--- src/rst_seq_pkg.sv ---
package rst_seq_pkg;
  // register bus geometry
  localparam int ADDR_W = 4;
  localparam int DATA_W = 8;
  // register offsets
  localparam logic [3:0] OFS_SEL = 4'h0;
  localparam logic [3:0] OFS_FLAGS = 4'h1;
  localparam logic [3:0] OFS_IRQ_STAT = 4'h2;
  localparam logic [3:0] OFS_IRQ_MASK = 4'h3;
  // reset flag register bit positions
  localparam int FLG_TIMEOUT = 0;
  localparam int FLG_PDF = 1;
  localparam int FLG_DROP = 2;
  localparam int FLG_BAD = 3;
  // event bit positions in status and mask
  localparam int EVT_WDT = 0;
  localparam int EVT_PIN = 1;
  localparam int EVT_DROP = 2;
  localparam int EVT_BAD = 3;
  localparam int EVT_N = 4;
  localparam logic [EVT_N-1:0] EVT_NONE = 4'h0;
  // threshold codes
  localparam logic [7:0] CODE_2V10 = 8'h55;
  localparam logic [7:0] CODE_2V55 = 8'h33;
  localparam logic [7:0] CODE_3V15 = 8'h99;
  localparam logic [7:0] CODE_3V80 = 8'haa;
  localparam logic [7:0] SEL_POR = CODE_2V10;
  // power modes
  typedef enum logic [1:0] {
    MODE_NORMAL = 2'b00,
    MODE_SLOW = 2'b01,
    MODE_IDLE = 2'b10,
    MODE_SLEEP = 2'b11
  } power_mode_e;
  // system clock sources
  typedef enum logic [1:0] {
    SRC_FAST_INTERNAL_RC = 2'b00,
    SRC_HXT = 2'b01,
    SRC_SLOW_INTERNAL_RC = 2'b10,
    SRC_SPARE = 2'b11
  } clk_src_e;
  // start-up delay after a low-power watchdog wake, system clock cycles
  localparam logic [7:0] STARTUP_FAST_INTERNAL_RC_CYC = 8'h10;
  localparam logic [7:0] STARTUP_HXT_CYC = 8'h80;
  localparam logic [7:0] STARTUP_SLOW_INTERNAL_RC_CYC = 8'h02;
  // clock rates and slow rc reset delay
  localparam int unsigned SYS_CLK_HZ = 25_000_000;
  localparam int unsigned SLOW_INTERNAL_RC_HZ = 32_000;
  localparam int unsigned SLOW_INTERNAL_RC_DIV = SYS_CLK_HZ / SLOW_INTERNAL_RC_HZ;
  localparam int unsigned RST_DELAY_SLOW_INTERNAL_RC = 3;
endpackage : rst_seq_pkg

--- src/sync2.sv ---
`timescale 1ns/1ns
`default_nettype none
// two flip-flop synchroniser for one asynchronous level
module sync2 #(
  parameter logic RST_VAL = 1'b0
) (
  // clock and reset
  input wire logic clk,
  input wire logic rst_n,
  // level in and synchronised level out
  input wire logic d,
  output logic q
);
  logic meta_reg; // first stage, read only by q

  // two stages, nothing else looks at the first
  always_ff @(posedge clk or negedge rst_n) begin
    if (!rst_n) begin
      meta_reg <= RST_VAL;
      q <= RST_VAL;
    end else begin
      meta_reg <= d;
      q <= meta_reg;
    end
  end
endmodule : sync2
`default_nettype wire

--- src/tick_delay.sv ---
`timescale 1ns/1ns
`default_nettype none
// fires once after req has stood through TICKS slow ticks
module tick_delay #(
  parameter int unsigned TICKS = 3
) (
  // clock and reset
  input wire logic clk,
  input wire logic rst_n,
  // slow rate enable and request level
  input wire logic tick,
  input wire logic req,
  // one-cycle pulse when the delay ends
  output logic fire
);
  localparam int CW = $clog2(TICKS + 1);
  localparam logic [CW-1:0] LAST = CW'(TICKS - 1);
  logic [CW-1:0] cnt_reg; // ticks seen while req stood
  logic done_reg; // fired, wait for req to drop

  // count ticks; a drop of req restarts, so glitches never fire
  always_ff @(posedge clk or negedge rst_n) begin
    if (!rst_n) begin
      cnt_reg <= '0;
      done_reg <= 1'b0;
      fire <= 1'b0;
    end else begin
      fire <= 1'b0;
      if (!req) begin
        cnt_reg <= '0;
        done_reg <= 1'b0;
      end else if (tick && !done_reg) begin
        if (cnt_reg == LAST) begin
          fire <= 1'b1;
          done_reg <= 1'b1;
          cnt_reg <= '0;
        end else begin
          cnt_reg <= cnt_reg + 1'b1;
        end
      end
    end
  end
endmodule : tick_delay
`default_nettype wire

--- src/reset_flags_and_supply_drop_select.sv ---
// Overview of operation
// RQ1: low-power watchdog wake waits source-sized start-up delay
// RQ2: power-on clears time-out and power-down flags
// RQ3: pin or supply-drop reset keeps both flags
// RQ4: running watchdog reset sets time-out flag only
// RQ5: low-power watchdog reset sets both flags
// RQ6: power-on disables every interrupt source
// RQ7: power-on clears watchdog, which then counts
// RQ8: power-on switches all timer counters off
// RQ9: power-on makes pins inputs, analog pins converter
// RQ10: power-on puts stack pointer at top
// RQ11: threshold select holds four valid 8-bit codes
// RQ12: threshold select powers up at 2.1 V code
// RQ13: bad code resets after 2-3 slow ticks, reloads
// RQ14: supply drop resets after 2-3 ticks, keeps code
// RQ15: reset kind sets register values; PC low clears
// RQ16: supply-drop flag set by drop, software clears
// RQ17: bad-code flag set by bad code, software clears
// RQ18: reset requests filtered on the slow rc rate
`timescale 1ns/1ns
`default_nettype none
module reset_flags_and_supply_drop_select
  import rst_seq_pkg::*;
#(
  parameter int unsigned DIV = SLOW_INTERNAL_RC_DIV,
  parameter int unsigned DELAY_TICKS = RST_DELAY_SLOW_INTERNAL_RC
) (
  // clock and power-on reset
  input wire logic SYS_CLK,
  input wire logic RST_N,
  // register port
  input wire logic [ADDR_W-1:0] ADDR,
  input wire logic [DATA_W-1:0] WDATA,
  input wire logic WR,
  input wire logic RD,
  output logic [DATA_W-1:0] RDATA,
  // reset sources
  input wire logic EXT_RESET_PIN_N,
  input wire logic SUPPLY_LOW,
  input wire logic WDT_TIMEOUT,
  // operating state of the core
  input wire logic [1:0] POWER_MODE,
  input wire logic [1:0] CLK_SOURCE,
  // reset and initialisation to the core
  output logic CORE_RESET,
  output logic RUN_ENABLE,
  output logic CORE_INIT,
  output logic PC_STACK_CLEAR,
  output logic WDT_CLEAR,
  output logic WDT_RUN,
  // state to the core and analog detector
  output logic [7:0] THRESHOLD_CODE,
  output logic TIMEOUT_FLAG,
  output logic POWER_DOWN_FLAG,
  // interrupt
  output logic IRQ
);
  localparam int DIV_W = $clog2(DIV);
  localparam logic [DIV_W-1:0] DIV_LAST = DIV_W'(DIV - 1);
  localparam logic [7:0] CNT_ZERO = 8'h00;
  localparam logic [7:0] CNT_ONE = 8'h01;
  // slow rc rate divider
  logic [DIV_W-1:0] div_reg; // system cycles within a slow period
  logic tick_reg; // one-cycle slow rc enable
  // synchronised inputs
  logic pin_n_s; // reset pin after two stages
  logic pin_n_d; // previous pin level for edge
  logic supply_low_s; // detector output after two stages
  // events of this cycle
  logic low_power; // idle or sleep mode
  logic pin_evt; // pin falling edge
  logic wdt_evt; // watchdog time-out
  logic drop_req; // supply drop while detection active
  logic drop_fire; // supply drop reset takes effect
  logic code_ok; // threshold code is one of four
  logic bad_fire; // bad code reset takes effect
  logic any_evt; // pin, supply-drop, bad-code or watchdog reset fires now
  logic full_evt; // a reset that re-initialises the core
  // registers
  logic [7:0] sel_reg; // threshold select
  logic timeout_reg; // time-out flag
  logic pdf_reg; // power-down flag
  logic drop_flag_reg; // supply-drop reset flag
  logic bad_flag_reg; // bad threshold flag
  logic [EVT_N-1:0] irq_stat_reg; // sticky events
  logic [EVT_N-1:0] irq_mask_reg; // event enables
  logic [EVT_N-1:0] irq_stat_next; // status after this cycle
  logic [EVT_N-1:0] irq_mask_next; // mask after this cycle
  logic [EVT_N-1:0] evt_vec; // events in status layout
  logic [DATA_W-1:0] flags_rd; // flag register read view
  logic [DATA_W-1:0] rdata_reg; // read data, one cycle after read
  // start-up and reset outputs
  logic [7:0] start_cnt_reg; // remaining start-up cycles
  logic [7:0] start_load; // start-up length for the source
  logic run_reg; // core may run
  logic core_reset_reg; // core held in reset
  logic core_init_reg; // power-on state to core blocks
  logic pc_clear_reg; // program counter low and stack clear
  logic wdt_clear_reg; // watchdog counter clear
  logic wdt_run_reg; // watchdog counting
  logic irq_reg; // interrupt level
  logic por_pulse_reg; // first cycle after power-on
  // register port decode
  logic wr_sel;
  logic wr_flags;
  logic wr_mask;
  logic rd_stat;
  assign wr_sel = WR && (ADDR == OFS_SEL);
  assign wr_flags = WR && (ADDR == OFS_FLAGS);
  assign wr_mask = WR && (ADDR == OFS_IRQ_MASK);
  assign rd_stat = RD && (ADDR == OFS_IRQ_STAT);
  // slow rc enable from the system clock
  always_ff @(posedge SYS_CLK or negedge RST_N) begin
    if (!RST_N) begin
      div_reg <= '0;
      tick_reg <= 1'b0;
    end else if (div_reg == DIV_LAST) begin
      div_reg <= '0;
      tick_reg <= 1'b1;
    end else begin
      div_reg <= div_reg + 1'b1;
      tick_reg <= 1'b0;
    end
  end
  // reset pin, released high
  sync2 #(.RST_VAL(1'b1)) u_pin_sync (
    .clk(SYS_CLK),
    .rst_n(RST_N),
    .d(EXT_RESET_PIN_N),
    .q(pin_n_s)
  );
  // supply detector level
  sync2 #(.RST_VAL(1'b0)) u_drop_sync (
    .clk(SYS_CLK),
    .rst_n(RST_N),
    .d(SUPPLY_LOW),
    .q(supply_low_s)
  );
  // previous pin level
  always_ff @(posedge SYS_CLK or negedge RST_N) begin
    if (!RST_N) begin
      pin_n_d <= 1'b1;
    end else begin
      pin_n_d <= pin_n_s;
    end
  end
  // event decode; supply-drop detection is off in power-down modes
  assign low_power = (POWER_MODE == MODE_IDLE) || (POWER_MODE == MODE_SLEEP);
  assign pin_evt = pin_n_d && !pin_n_s;
  assign wdt_evt = WDT_TIMEOUT;
  assign drop_req = supply_low_s && !low_power;
  assign code_ok = (sel_reg == CODE_2V10) || (sel_reg == CODE_2V55) // [RQ11]
    || (sel_reg == CODE_3V15) || (sel_reg == CODE_3V80);
  assign full_evt = pin_evt || drop_fire || bad_fire || (wdt_evt && !low_power);
  assign any_evt = full_evt || wdt_evt;
  // supply drop delay on the slow rate
  tick_delay #(.TICKS(DELAY_TICKS)) u_drop_delay ( // [RQ14] [RQ18]
    .clk(SYS_CLK),
    .rst_n(RST_N),
    .tick(tick_reg),
    .req(drop_req),
    .fire(drop_fire)
  );
  // bad code delay on the slow rate
  tick_delay #(.TICKS(DELAY_TICKS)) u_bad_delay ( // [RQ13] [RQ18]
    .clk(SYS_CLK),
    .rst_n(RST_N),
    .tick(tick_reg),
    .req(!code_ok),
    .fire(bad_fire)
  );
  // threshold select; reload wins over a write
  always_ff @(posedge SYS_CLK or negedge RST_N) begin
    if (!RST_N) begin
      sel_reg <= SEL_POR; // [RQ12]
    end else if (bad_fire) begin
      sel_reg <= SEL_POR; // [RQ13]
    end else if (wr_sel) begin
      sel_reg <= WDATA; // drop reset leaves it alone [RQ14]
    end
  end
  // time-out and power-down flags, cleared only by power-on
  always_ff @(posedge SYS_CLK or negedge RST_N) begin
    if (!RST_N) begin
      timeout_reg <= 1'b0; // [RQ2]
      pdf_reg <= 1'b0; // [RQ2]
    end else if (wdt_evt) begin
      timeout_reg <= 1'b1; // [RQ4] [RQ5]
      if (low_power) begin
        pdf_reg <= 1'b1; // [RQ5]
      end
    end
    // pin and drop resets touch neither flag [RQ3]
  end
  // supply-drop and bad-code flags; set wins over clear
  always_ff @(posedge SYS_CLK or negedge RST_N) begin
    if (!RST_N) begin
      drop_flag_reg <= 1'b0;
      bad_flag_reg <= 1'b0;
    end else begin
      if (drop_fire) begin
        drop_flag_reg <= 1'b1; // [RQ16]
      end else if (wr_flags && !WDATA[FLG_DROP]) begin
        drop_flag_reg <= 1'b0; // [RQ16]
      end
      if (bad_fire) begin
        bad_flag_reg <= 1'b1; // [RQ17]
      end else if (wr_flags && !WDATA[FLG_BAD]) begin
        bad_flag_reg <= 1'b0; // [RQ17]
      end
    end
  end
  // event vector and next interrupt state
  always_comb begin
    evt_vec = EVT_NONE;
    evt_vec[EVT_WDT] = wdt_evt;
    evt_vec[EVT_PIN] = pin_evt;
    evt_vec[EVT_DROP] = drop_fire;
    evt_vec[EVT_BAD] = bad_fire;
    // read clears, a new event in the same cycle survives
    irq_stat_next = (rd_stat ? EVT_NONE : irq_stat_reg) | evt_vec;
    irq_mask_next = wr_mask ? WDATA[EVT_N-1:0] : irq_mask_reg;
  end
  // interrupt status, mask and level
  always_ff @(posedge SYS_CLK or negedge RST_N) begin
    if (!RST_N) begin
      irq_stat_reg <= EVT_NONE;
      irq_mask_reg <= EVT_NONE;
      irq_reg <= 1'b0;
    end else begin
      irq_stat_reg <= irq_stat_next;
      irq_mask_reg <= irq_mask_next;
      irq_reg <= |(irq_stat_next & irq_mask_next);
    end
  end
  // flag register view, upper bits read zero
  always_comb begin
    flags_rd = '0;
    flags_rd[FLG_TIMEOUT] = timeout_reg;
    flags_rd[FLG_PDF] = pdf_reg;
    flags_rd[FLG_DROP] = drop_flag_reg;
    flags_rd[FLG_BAD] = bad_flag_reg;
  end
  // read data stand one cycle, zero otherwise and when unmapped
  always_ff @(posedge SYS_CLK or negedge RST_N) begin
    if (!RST_N) begin
      rdata_reg <= '0;
    end else if (RD) begin
      unique case (ADDR)
        OFS_SEL: rdata_reg <= sel_reg;
        OFS_FLAGS: rdata_reg <= flags_rd;
        OFS_IRQ_STAT: rdata_reg <= {{(DATA_W-EVT_N){1'b0}}, irq_stat_reg};
        OFS_IRQ_MASK: rdata_reg <= {{(DATA_W-EVT_N){1'b0}}, irq_mask_reg};
        default: rdata_reg <= '0;
      endcase
    end else begin
      rdata_reg <= '0;
    end
  end
  // start-up length for the active clock source
  always_comb begin
    unique case (CLK_SOURCE)
      SRC_HXT: start_load = STARTUP_HXT_CYC - CNT_ONE; // [RQ1]
      SRC_SLOW_INTERNAL_RC: start_load = STARTUP_SLOW_INTERNAL_RC_CYC - CNT_ONE; // [RQ1]
      default: start_load = STARTUP_FAST_INTERNAL_RC_CYC - CNT_ONE; // [RQ1]
    endcase
  end

  // start-up counter; only a low-power watchdog wake loads it
  always_ff @(posedge SYS_CLK or negedge RST_N) begin
    if (!RST_N) begin
      start_cnt_reg <= CNT_ZERO;
    end else if (full_evt) begin
      start_cnt_reg <= CNT_ZERO;
    end else if (wdt_evt) begin
      start_cnt_reg <= start_load; // [RQ1]
    end else if (start_cnt_reg != CNT_ZERO) begin
      start_cnt_reg <= start_cnt_reg - CNT_ONE;
    end
  end

  // run enable low through reset and start-up
  always_ff @(posedge SYS_CLK or negedge RST_N) begin
    if (!RST_N) begin
      run_reg <= 1'b0;
    end else begin
      run_reg <= !any_evt && pin_n_s && (start_cnt_reg == CNT_ZERO); // [RQ1]
    end
  end

  // reset and initialisation pulses to the core
  always_ff @(posedge SYS_CLK or negedge RST_N) begin
    if (!RST_N) begin
      core_reset_reg <= 1'b1;
      core_init_reg <= 1'b1; // [RQ6] [RQ8] [RQ9] [RQ10]
      pc_clear_reg <= 1'b1;
      wdt_clear_reg <= 1'b1; // [RQ7]
      wdt_run_reg <= 1'b0;
      por_pulse_reg <= 1'b1;
    end else begin
      core_reset_reg <= any_evt || !pin_n_s;
      // idle watchdog wake keeps the core state [RQ15]
      core_init_reg <= full_evt; // [RQ15]
      pc_clear_reg <= any_evt; // [RQ15]
      wdt_clear_reg <= any_evt;
      wdt_run_reg <= 1'b1; // counts right after the clear [RQ7]
      por_pulse_reg <= 1'b0;
    end
  end

  // outputs straight from flip-flops
  assign RDATA = rdata_reg;
  assign CORE_RESET = core_reset_reg;
  assign RUN_ENABLE = run_reg;
  assign CORE_INIT = core_init_reg;
  assign PC_STACK_CLEAR = pc_clear_reg;
  assign WDT_CLEAR = wdt_clear_reg;
  assign WDT_RUN = wdt_run_reg;
  assign THRESHOLD_CODE = sel_reg;
  assign TIMEOUT_FLAG = timeout_reg;
  assign POWER_DOWN_FLAG = pdf_reg;
  assign IRQ = irq_reg;

  // checks on the flags
  a_por_flags_clear: assert property (@(posedge SYS_CLK) disable iff (!RST_N) // [RQ2]
    por_pulse_reg |-> !timeout_reg && !pdf_reg && !drop_flag_reg)
    else $error("flags not clear after power-on");
  a_pin_keeps_flags: assert property (@(posedge SYS_CLK) disable iff (!RST_N) // [RQ3]
    (pin_evt || drop_fire) && !wdt_evt |=> $stable(timeout_reg) && $stable(pdf_reg))
    else $error("pin or drop reset changed flags");
  a_wdt_run_flags: assert property (@(posedge SYS_CLK) disable iff (!RST_N) // [RQ4]
    wdt_evt && !low_power |=> timeout_reg && $stable(pdf_reg))
    else $error("running watchdog reset flags wrong");
  // a same-cycle pin or delayed reset still asks for full init
  a_wdt_sleep_flags: assert property (@(posedge SYS_CLK) disable iff (!RST_N) // [RQ5]
    wdt_evt && low_power && !full_evt |=> timeout_reg && pdf_reg && pc_clear_reg && !core_init_reg)
    else $error("low-power watchdog reset flags wrong");
  // checks on start-up and power-on state
  a_startup_hxt_hold: assert property (@(posedge SYS_CLK) disable iff (!RST_N) // [RQ1]
    wdt_evt && low_power && (CLK_SOURCE == SRC_HXT) |=> (!run_reg) [*8])
    else $error("crystal start-up delay too short");
  a_startup_slow_internal_rc_len: assert property (@(posedge SYS_CLK) disable iff (!RST_N) // [RQ1]
    wdt_evt && low_power && (CLK_SOURCE == SRC_SLOW_INTERNAL_RC) && !full_evt
    |=> !run_reg && start_cnt_reg == CNT_ONE)
    else $error("slow rc start-up length wrong");
  // only the first edge after release, not the release edge itself
  a_por_core_state: assert property (@(posedge SYS_CLK) disable iff (!RST_N) // [RQ7]
    por_pulse_reg && RST_N |-> core_init_reg && wdt_clear_reg && !wdt_run_reg ##1 wdt_run_reg)
    else $error("power-on state not applied");
  // checks on the threshold select
  a_sel_por_value: assert property (@(posedge SYS_CLK) disable iff (!RST_N) // [RQ12]
    por_pulse_reg |-> sel_reg == SEL_POR)
    else $error("threshold select not at power-on code");
  a_bad_code_reload: assert property (@(posedge SYS_CLK) disable iff (!RST_N) // [RQ13]
    bad_fire |=> sel_reg == SEL_POR && bad_flag_reg && core_reset_reg)
    else $error("bad code not reloaded");
  a_drop_keeps_sel: assert property (@(posedge SYS_CLK) disable iff (!RST_N) // [RQ14]
    drop_fire && !bad_fire && !wr_sel |=> $stable(sel_reg) && drop_flag_reg)
    else $error("supply drop changed threshold select");
  a_bad_needs_code: assert property (@(posedge SYS_CLK) disable iff (!RST_N) // [RQ11]
    bad_fire |-> !code_ok)
    else $error("reset fired on a valid code");
  // main scenarios
  c_wdt_sleep: cover property (@(posedge SYS_CLK) disable iff (!RST_N)
    wdt_evt && low_power ##1 !run_reg);
  c_bad_code: cover property (@(posedge SYS_CLK) disable iff (!RST_N) bad_fire);
  c_drop_reset: cover property (@(posedge SYS_CLK) disable iff (!RST_N) drop_fire);
  c_pin_irq: cover property (@(posedge SYS_CLK) disable iff (!RST_N) pin_evt ##1 irq_reg);
endmodule : reset_flags_and_supply_drop_select
`default_nettype wire

--- config.mk ---
export PLATFORM = sky130hd
export DESIGN_NAME = reset_flags_and_supply_drop_select
export DESIGN_NICKNAME = d
export VERILOG_FILES = /design/src/rst_seq_pkg.sv /design/src/sync2.sv /design/src/tick_delay.sv /design/src/reset_flags_and_supply_drop_select.sv
export SDC_FILE = /design/constraint.sdc
export NUM_CORES = 1
export LEC_CHECK = 0
export ABC_CLOCK_PERIOD_IN_PS = 1500
export BUFFER_PORTS_ARGS = -buffer_cell sky130_fd_sc_hd__clkbuf_2
export CELL_PAD_IN_SITES_DETAIL_PLACEMENT = 1
export CELL_PAD_IN_SITES_GLOBAL_PLACEMENT = 2
export CORE_ASPECT_RATIO = 1.5
export CORE_MARGIN = 5
export CORE_UTILIZATION = 30
export CTS_CLUSTER_SIZE = 8
export DETAILED_ROUTE_END_ITERATION = 16
export HOLD_SLACK_MARGIN = 0.12
export PLACE_DENSITY_LB_ADDON = 0.12
export SETUP_SLACK_MARGIN = 0.2
export SLEW_MARGIN = 40
export SYNTH_ARGS = -nofsm -noshare
export SYNTH_HDL_FRONTEND = slang
export SYNTH_SLANG_ARGS = --single-unit
--- constraint.sdc ---
create_clock -name SYS_CLK -period 1.5 [get_ports SYS_CLK]
set_input_delay 0.15 -clock SYS_CLK [delete_from_list [all_inputs] [get_ports SYS_CLK]]
set_output_delay 0.15 -clock SYS_CLK [all_outputs]
set_load 0.01 [all_outputs]
**Yosys cells after proc, flatten, opt, wreduce, memory -nomap -nowiden**

Cells that the tools add are included.

- Memories kept: 0
- Bits in writable memories: 0
- Input port bits: 23
- ROM bits: 0
- Word-level logic and storage cells: 126
- Bits in latches: 0
- Output and inout port bits: 25
- Register bits after elaboration: 66

- Multipliers: 0
- Equality and inequality tests: 16
- Reductions and logical operators: 42
- Divide/modulo/power cells: 0
- Multiplexer cells: 34
- $lt $le $gt $ge: 0
- Bitwise operators: 2
- $add $sub $neg: 4
- Shifts and indexed selects: 0

Operators by type and width:

| operator | count |
|---|---|
| $mux 8 | 6 |
| $pmux 8 s4 | 1 |
| $mux 1 | 17 |
| $eq 8x8->1 const B | 2 |
| $pmux 7 s2 | 1 |
| $logic_and 1x1->1 | 13 |
| $mux 2 | 6 |
| $add 10x1->10 const B | 1 |
| $eq 10x10->1 const B | 1 |
| $eq 2x2->1 const B | 5 |
| $mux 10 | 1 |
| $reduce_bool 2->1 | 5 |
| $logic_or 1x1->1 | 9 |
| $eq 4x2->1 const B | 2 |
| $eq 8x6->1 const B | 1 |
| $eq 8x7->1 const B | 1 |
| $logic_not 8->1 | 1 |
| $mux 4 | 2 |
| $reduce_bool 8->1 | 1 |
| $sub 8x1->8 const B | 1 |
| $logic_not 1->1 | 7 |
| $reduce_and 2->1 | 3 |
| $add 2x1->2 const B | 2 |
| $and 4x4->4 | 1 |
| other kinds (7) | 8 |

**Longest topological paths before layout**

- Word-level depth: 9
- Mapped depth: 6
- Depth with buffers taken out: 6

**Cells and area by module**

A second synthesis with hierarchy kept.

- Cells, all modules: 260
- Area, all modules: 2,991.6 um2

By module, submodules not included:

| module | sequential area each (um2) | instances | area an instance (um2) | cells an instance |
|---|---|---|---|---|
| reset_flags_and_supply_drop_select | 1,361.3 | 1 | 2,528.7 | 226 |
| tick_delay | 100.1 | 2 | 180.2 | 15 |
| sync2 (u_pin_sync) | 52.6 | 1 | 52.6 | 2 |
| sync2 (u_drop_sync) | 50.0 | 1 | 50.0 | 2 |

**Least setup slack after synthesis**

Ideal clock, no wire load.

- Path kind: register to register
- Start point: register pin_n_d
- End point: register start_cnt_reg[1]
- Stages on the path, launching flop included: 5
- Data required time: 1.379 ns
- Clock period less this slack: 1.423 ns
- Setup time: 0.121 ns
- Arrival: 1.302 ns
- Path buffers: 0
- Setup slack: 0.077 ns
- Cells stage by stage: dfstp_2 -> nor2b_1 -> and4b_1 -> a22o_1 -> a22o_1

- Cells in the longest elaborated chain, start to end: 5
- Elaborated cells between the ends (all ways): 6
- Those cells by class: 1 x mux; 5 x reduce/logical

RTL lines:

| element | RTL line | text |
|---|---|---|
| start, declared | reset_flags_and_supply_drop_select.sv:67 | `logic pin_n_d;` |
| start signal, assigned | reset_flags_and_supply_drop_select.sv:144 | `pin_n_d <= pin_n_s;` |
| $logic_and 1x1->1 * | reset_flags_and_supply_drop_select.sv:149 | `assign pin_evt = pin_n_d && !pin_n_s;` |
| $logic_or 1x1->1 * (3 in a row) | reset_flags_and_supply_drop_select.sv:154 | `assign full_evt = pin_evt \|\| drop_fire \|\| bad_fire \|\| (wdt_evt && !low_power);` |
| $reduce_bool 3->1 (no line) or $mux 8 (tied branches) | - |  |
| end signal, assigned | reset_flags_and_supply_drop_select.sv:276 | `start_cnt_reg <= start_load;` |
| end signal, assigned | reset_flags_and_supply_drop_select.sv:278 | `start_cnt_reg <= start_cnt_reg - CNT_ONE;` |
| end, declared | reset_flags_and_supply_drop_select.sv:93 | `logic [7:0] start_cnt_reg;` |

Mark *: on every way between the ends. The rest lies on a longest branch, timed or not.
A chain may end at the register's enable or synchronous reset.

**Worst setup path after layout**

- Start point: register start_cnt_reg[6]
- End point: register start_cnt_reg[1]

- Cells in the longest elaborated chain, start to end: 2

RTL lines:

| element | RTL line | text |
|---|---|---|
| $reduce_bool 8->1 | reset_flags_and_supply_drop_select.sv:277 | `end else if (start_cnt_reg != CNT_ZERO) begin` |
| $reduce_bool 3->1 (no line) | - |  |

No other way between the ends.

==> out/results.tsv <==
stage	metric	value	unit
power	switching_share	25.3	%
setup_path	worstPathCellList	nor4_4, nand3_2, a22o_1, a22o_1	
cells_and_area	layout_common_cells	53 x dfrtp_1, 43 x clkbuf_2, 30 x buf_4	
floorplanning	die_w	90.6	um
sta	fmax	661	MHz
power	p_clk_share	39.4	%
global_routing	antenna_found_initial	0	
floorplanning	die-height	131	um
cells_and_area	syn_to_final_growth	42.9	%
sta	worst_slack	-0.0139	ns
sta	period_share	101	%
setup_path	timing.rr.start	start_cnt_reg[6]	
cells_and_area	stdcell_area	4180	um^2
sta	finalClockSkew	0.00336	ns
power	p_seq_share	42.8	%
logic_synthesis	netlist_instances	255	
setup_path	worst-path-max-fanout	4	
clock_tree	root_buffer	clkbuf_16	
setup_path	cpMostUsedCell	a22o_1	
logic_synthesis	synth_top_area_cell	dfrtp_1	
logic_synthesis	synth_cell_types	49	
routing	drt-initial-drc-count	49	
setup_path	worstSetupStartpointType	flip-flop	
clock_tree	h-tree-depth	3	
setup_path	r2r-end	start_cnt_reg[1]	
worst_hold_path	min_path_cells	4	
power	power_leakage	2.01	nW
placed_design	placed_area	3470	um^2
sta	hold_viol	0	
setup_path	cp_num_buf_inv	0	
placed_design	dp.cells	434	
routing	vias_per_cell	4.76	
routing	drt-pass1-iter-count	4	
clock_tree	cts_inserted_buffers	9	
clock_tree	clock-sinks	66	
logic_synthesis	postSynthAreaPerCell	11.5	um^2
cells_and_area	diodes	0	
logic_synthesis	synth_flop_cell	dfrtp_1	
global_routing	grt_pass1_wl	12.2	mm
global_routing	grt_start_max_net_pins	52	
setup_path	critPathCaptureType	flip-flop	
routing	vias	2257	
global_routing	overflow	0	
status	violations	negative setup slack	
setup_path	r2r_cells	4	
logic_synthesis	synth_edf_count	0	
flow_run	drv_cap	0	
cells_and_area	fin_util	43.4	%
sta	setup_viol	1	
power	power_switching	1.22	mW
cells_and_area	fin_cells	474	
setup_path	cpPeakStageDelay	0.41	ns
logic_synthesis	synth_area	2920	um^2
sta	fin_crit	1.51	ns
logic_synthesis	synth-seq-cells	66	
setup_path	critical_path_class	flip-flop to flip-flop	
placed_design	portBuffers	46	
cells_and_area	nets	382	
routing	route.detailed.drc	0	
routing	wl_per_cell	15.7	um
cells_and_area	largest_reg_flops	10	
logic_synthesis	synth_nets	282	
logic_synthesis	synthTopCellsByArea	dfrtp_1 48%, dfstp_2 9.0%, nor2_1 4.0%	
setup_path	r2r_slack	-0.01	ns
routing	wirelength	7.46	mm
power	power.internal	3.61	mW
sta	hold_ws	0.155	ns
worst_hold_path	hold_path.class	primary input to flip-flop	
clock_tree	clk_pin_slew	0.05	ns
logic_synthesis	seq_area_frac_synth	56.9	%
setup_path	arrival	1.73	ns
floorplanning	die-area	11900	um^2
sta	rsz0062_at_grt	yes	
worst_hold_path	holdPathEnd	THRESHOLD_CODE[6]	
logic_synthesis	synth_top_area_share	47.9	%
floorplanning	io_pins	48	
global_routing	grt_pass1_vias	2495	
setup_path	crit_slowest_cell	dfrtp_1	
logic_synthesis	async_flop_share	100	%
floorplanning	core_area	9630	um^2
routing	antenna_left	0	
logic_synthesis	yosysWarnings	0	
status	status	finished, violations left	
placed_design	dp_hpwl	5.23	mm
clock_tree	clk_path_buf_depth	2	
placed_design	place_congestion	0.723	
sta	slew_viol_final	0	
clock_tree	cts_tree	built	
cells_and_area	drive_above_1_share	43.2	%
power	pwr-share-comb	17.9	%
power	ir_worst_vdd	0.618	mV
cells_and_area	layout_commonest_cell	dfrtp_1	
setup_path	crit_required	1.72	ns
clock_tree	clkLatencyLatePin	0.33	ns
worst_hold_path	min_from	WDATA[6]	
power	power.density	1160	nW/um^2
global_routing	grt_use_total	13.2	%
floorplanning	num_rows	44	
setup_path	crit_family	simple AND/OR/NAND/NOR gates	
floorplanning	start_util	30.4	%
-- per-layer routing --
layer	vias to the layer above	wire, um	global-route usage (%)
met3	12	240	3.09
met2	32	4030	23.4
li1	1077	-	-
met5	-	0	0
met4	0	182	7.36
met1	1136	3010	14.6
-- cells by family after synthesis --
| family | synth area share [%] |
|---|---|
| muxes | 4.79 |
| AOI/OAI and AO/OA | 8.86 |
| xor gates and xnor gates | 4.79 |
| and+or+nand+nor | 19.7 |
| adders and majority gates | 1.71 |
| other | 0.128 |
| DFF | 56.9 |
| buffers and inverters | 3.08 |
-- how the worst max path moves through the flow --
stage | startpoint | end | slack, ns | cells after the start
floorplan | THRESHOLD_CODE[4] | u_bad_delay.fire | 0.14 | 4
global placement | THRESHOLD_CODE[4] | u_bad_delay.fire | 0.03 | 4
detailed placement | THRESHOLD_CODE[7] | u_bad_delay.fire | -0.04 | 4
CTS | THRESHOLD_CODE[4] | u_bad_delay.fire | 0.003 | 5
global route | THRESHOLD_CODE[4] | u_bad_delay.fire | -0.10 | 6
finish | start_cnt_reg[6] | start_cnt_reg[1] | -0.01 | 4
-- Yosys cell counts (3+ instances only) --
cell      instances
inv_1            16
dfstp_2          10
buf_4             3
o22ai_1           3
and2_1            5
dfrtp_1          56
xnor2_1           9
nor2_1           31
ha_1              4
a21oi_1           9
a211o_1           4
or2_2             7
nand3_1           5
nand2b_1          8
o21ai_0           3
xor2_1            7
and3_1            7
mux4_2            4
nand2_1          10
a21boi_0          8
nor3_1            7
mux2i_1           5
-- worst reg2reg max path: cells and delay by family, from the launching register on --
family	cells	cell delay (ns)
DFF	1	0.41
and+or+nand+nor	2	0.52
AOI/OAI and AO/OA	2	0.47
-- power by group through the flow --
stage	clock (mW)	combinational [mW]	sequential, mW
finish	1.90	0.865	2.07
global route	2.05	0.958	2.08
CTS	1.97	0.819	2.06
detailed placement	0	0.691	2.09
global placement	0	0.680	2.09
floorplan	0	0.334	2.11
-- metrics by stage --
stage          setup WS [ns]  total power [mW]  setup TNS [ns]
2_1_floorplan          0.136              2.44               0
3_3_place_gp          0.0281              2.77               0
3_5_place_dp         -0.0355              2.78         -0.0775
4_1_cts              0.00290              4.86               0
5_1_grt               -0.102              5.09          -0.437
6_report             -0.0139              4.83         -0.0139
-- cell type report --
class | instances | area, um^2
Fill cell | 1069 | 5460
Sequential cell | 66 | 1670
Multi-Input combinational cell | 168 | 1360
Timing Repair Buffer | 94 | 681
Clock buffer | 15 | 268
Tap cell | 115 | 144
Inverter | 16 | 60.1
-- repair_timing --
| item | in CTS | in global routing |
|---|---|---|
| hold endpoints to repair | 77 | 0 |
| hold buffers | 9 | 0 |
| cloned | 0 | 0 |
| pin swaps | 10 | 14 |
| buffers inserted | 13 | 3 |
| setup endpoints to repair | 17 | 26 |
| resized for setup | 18 | 33 |
Power figures use the tool's default switching activity.
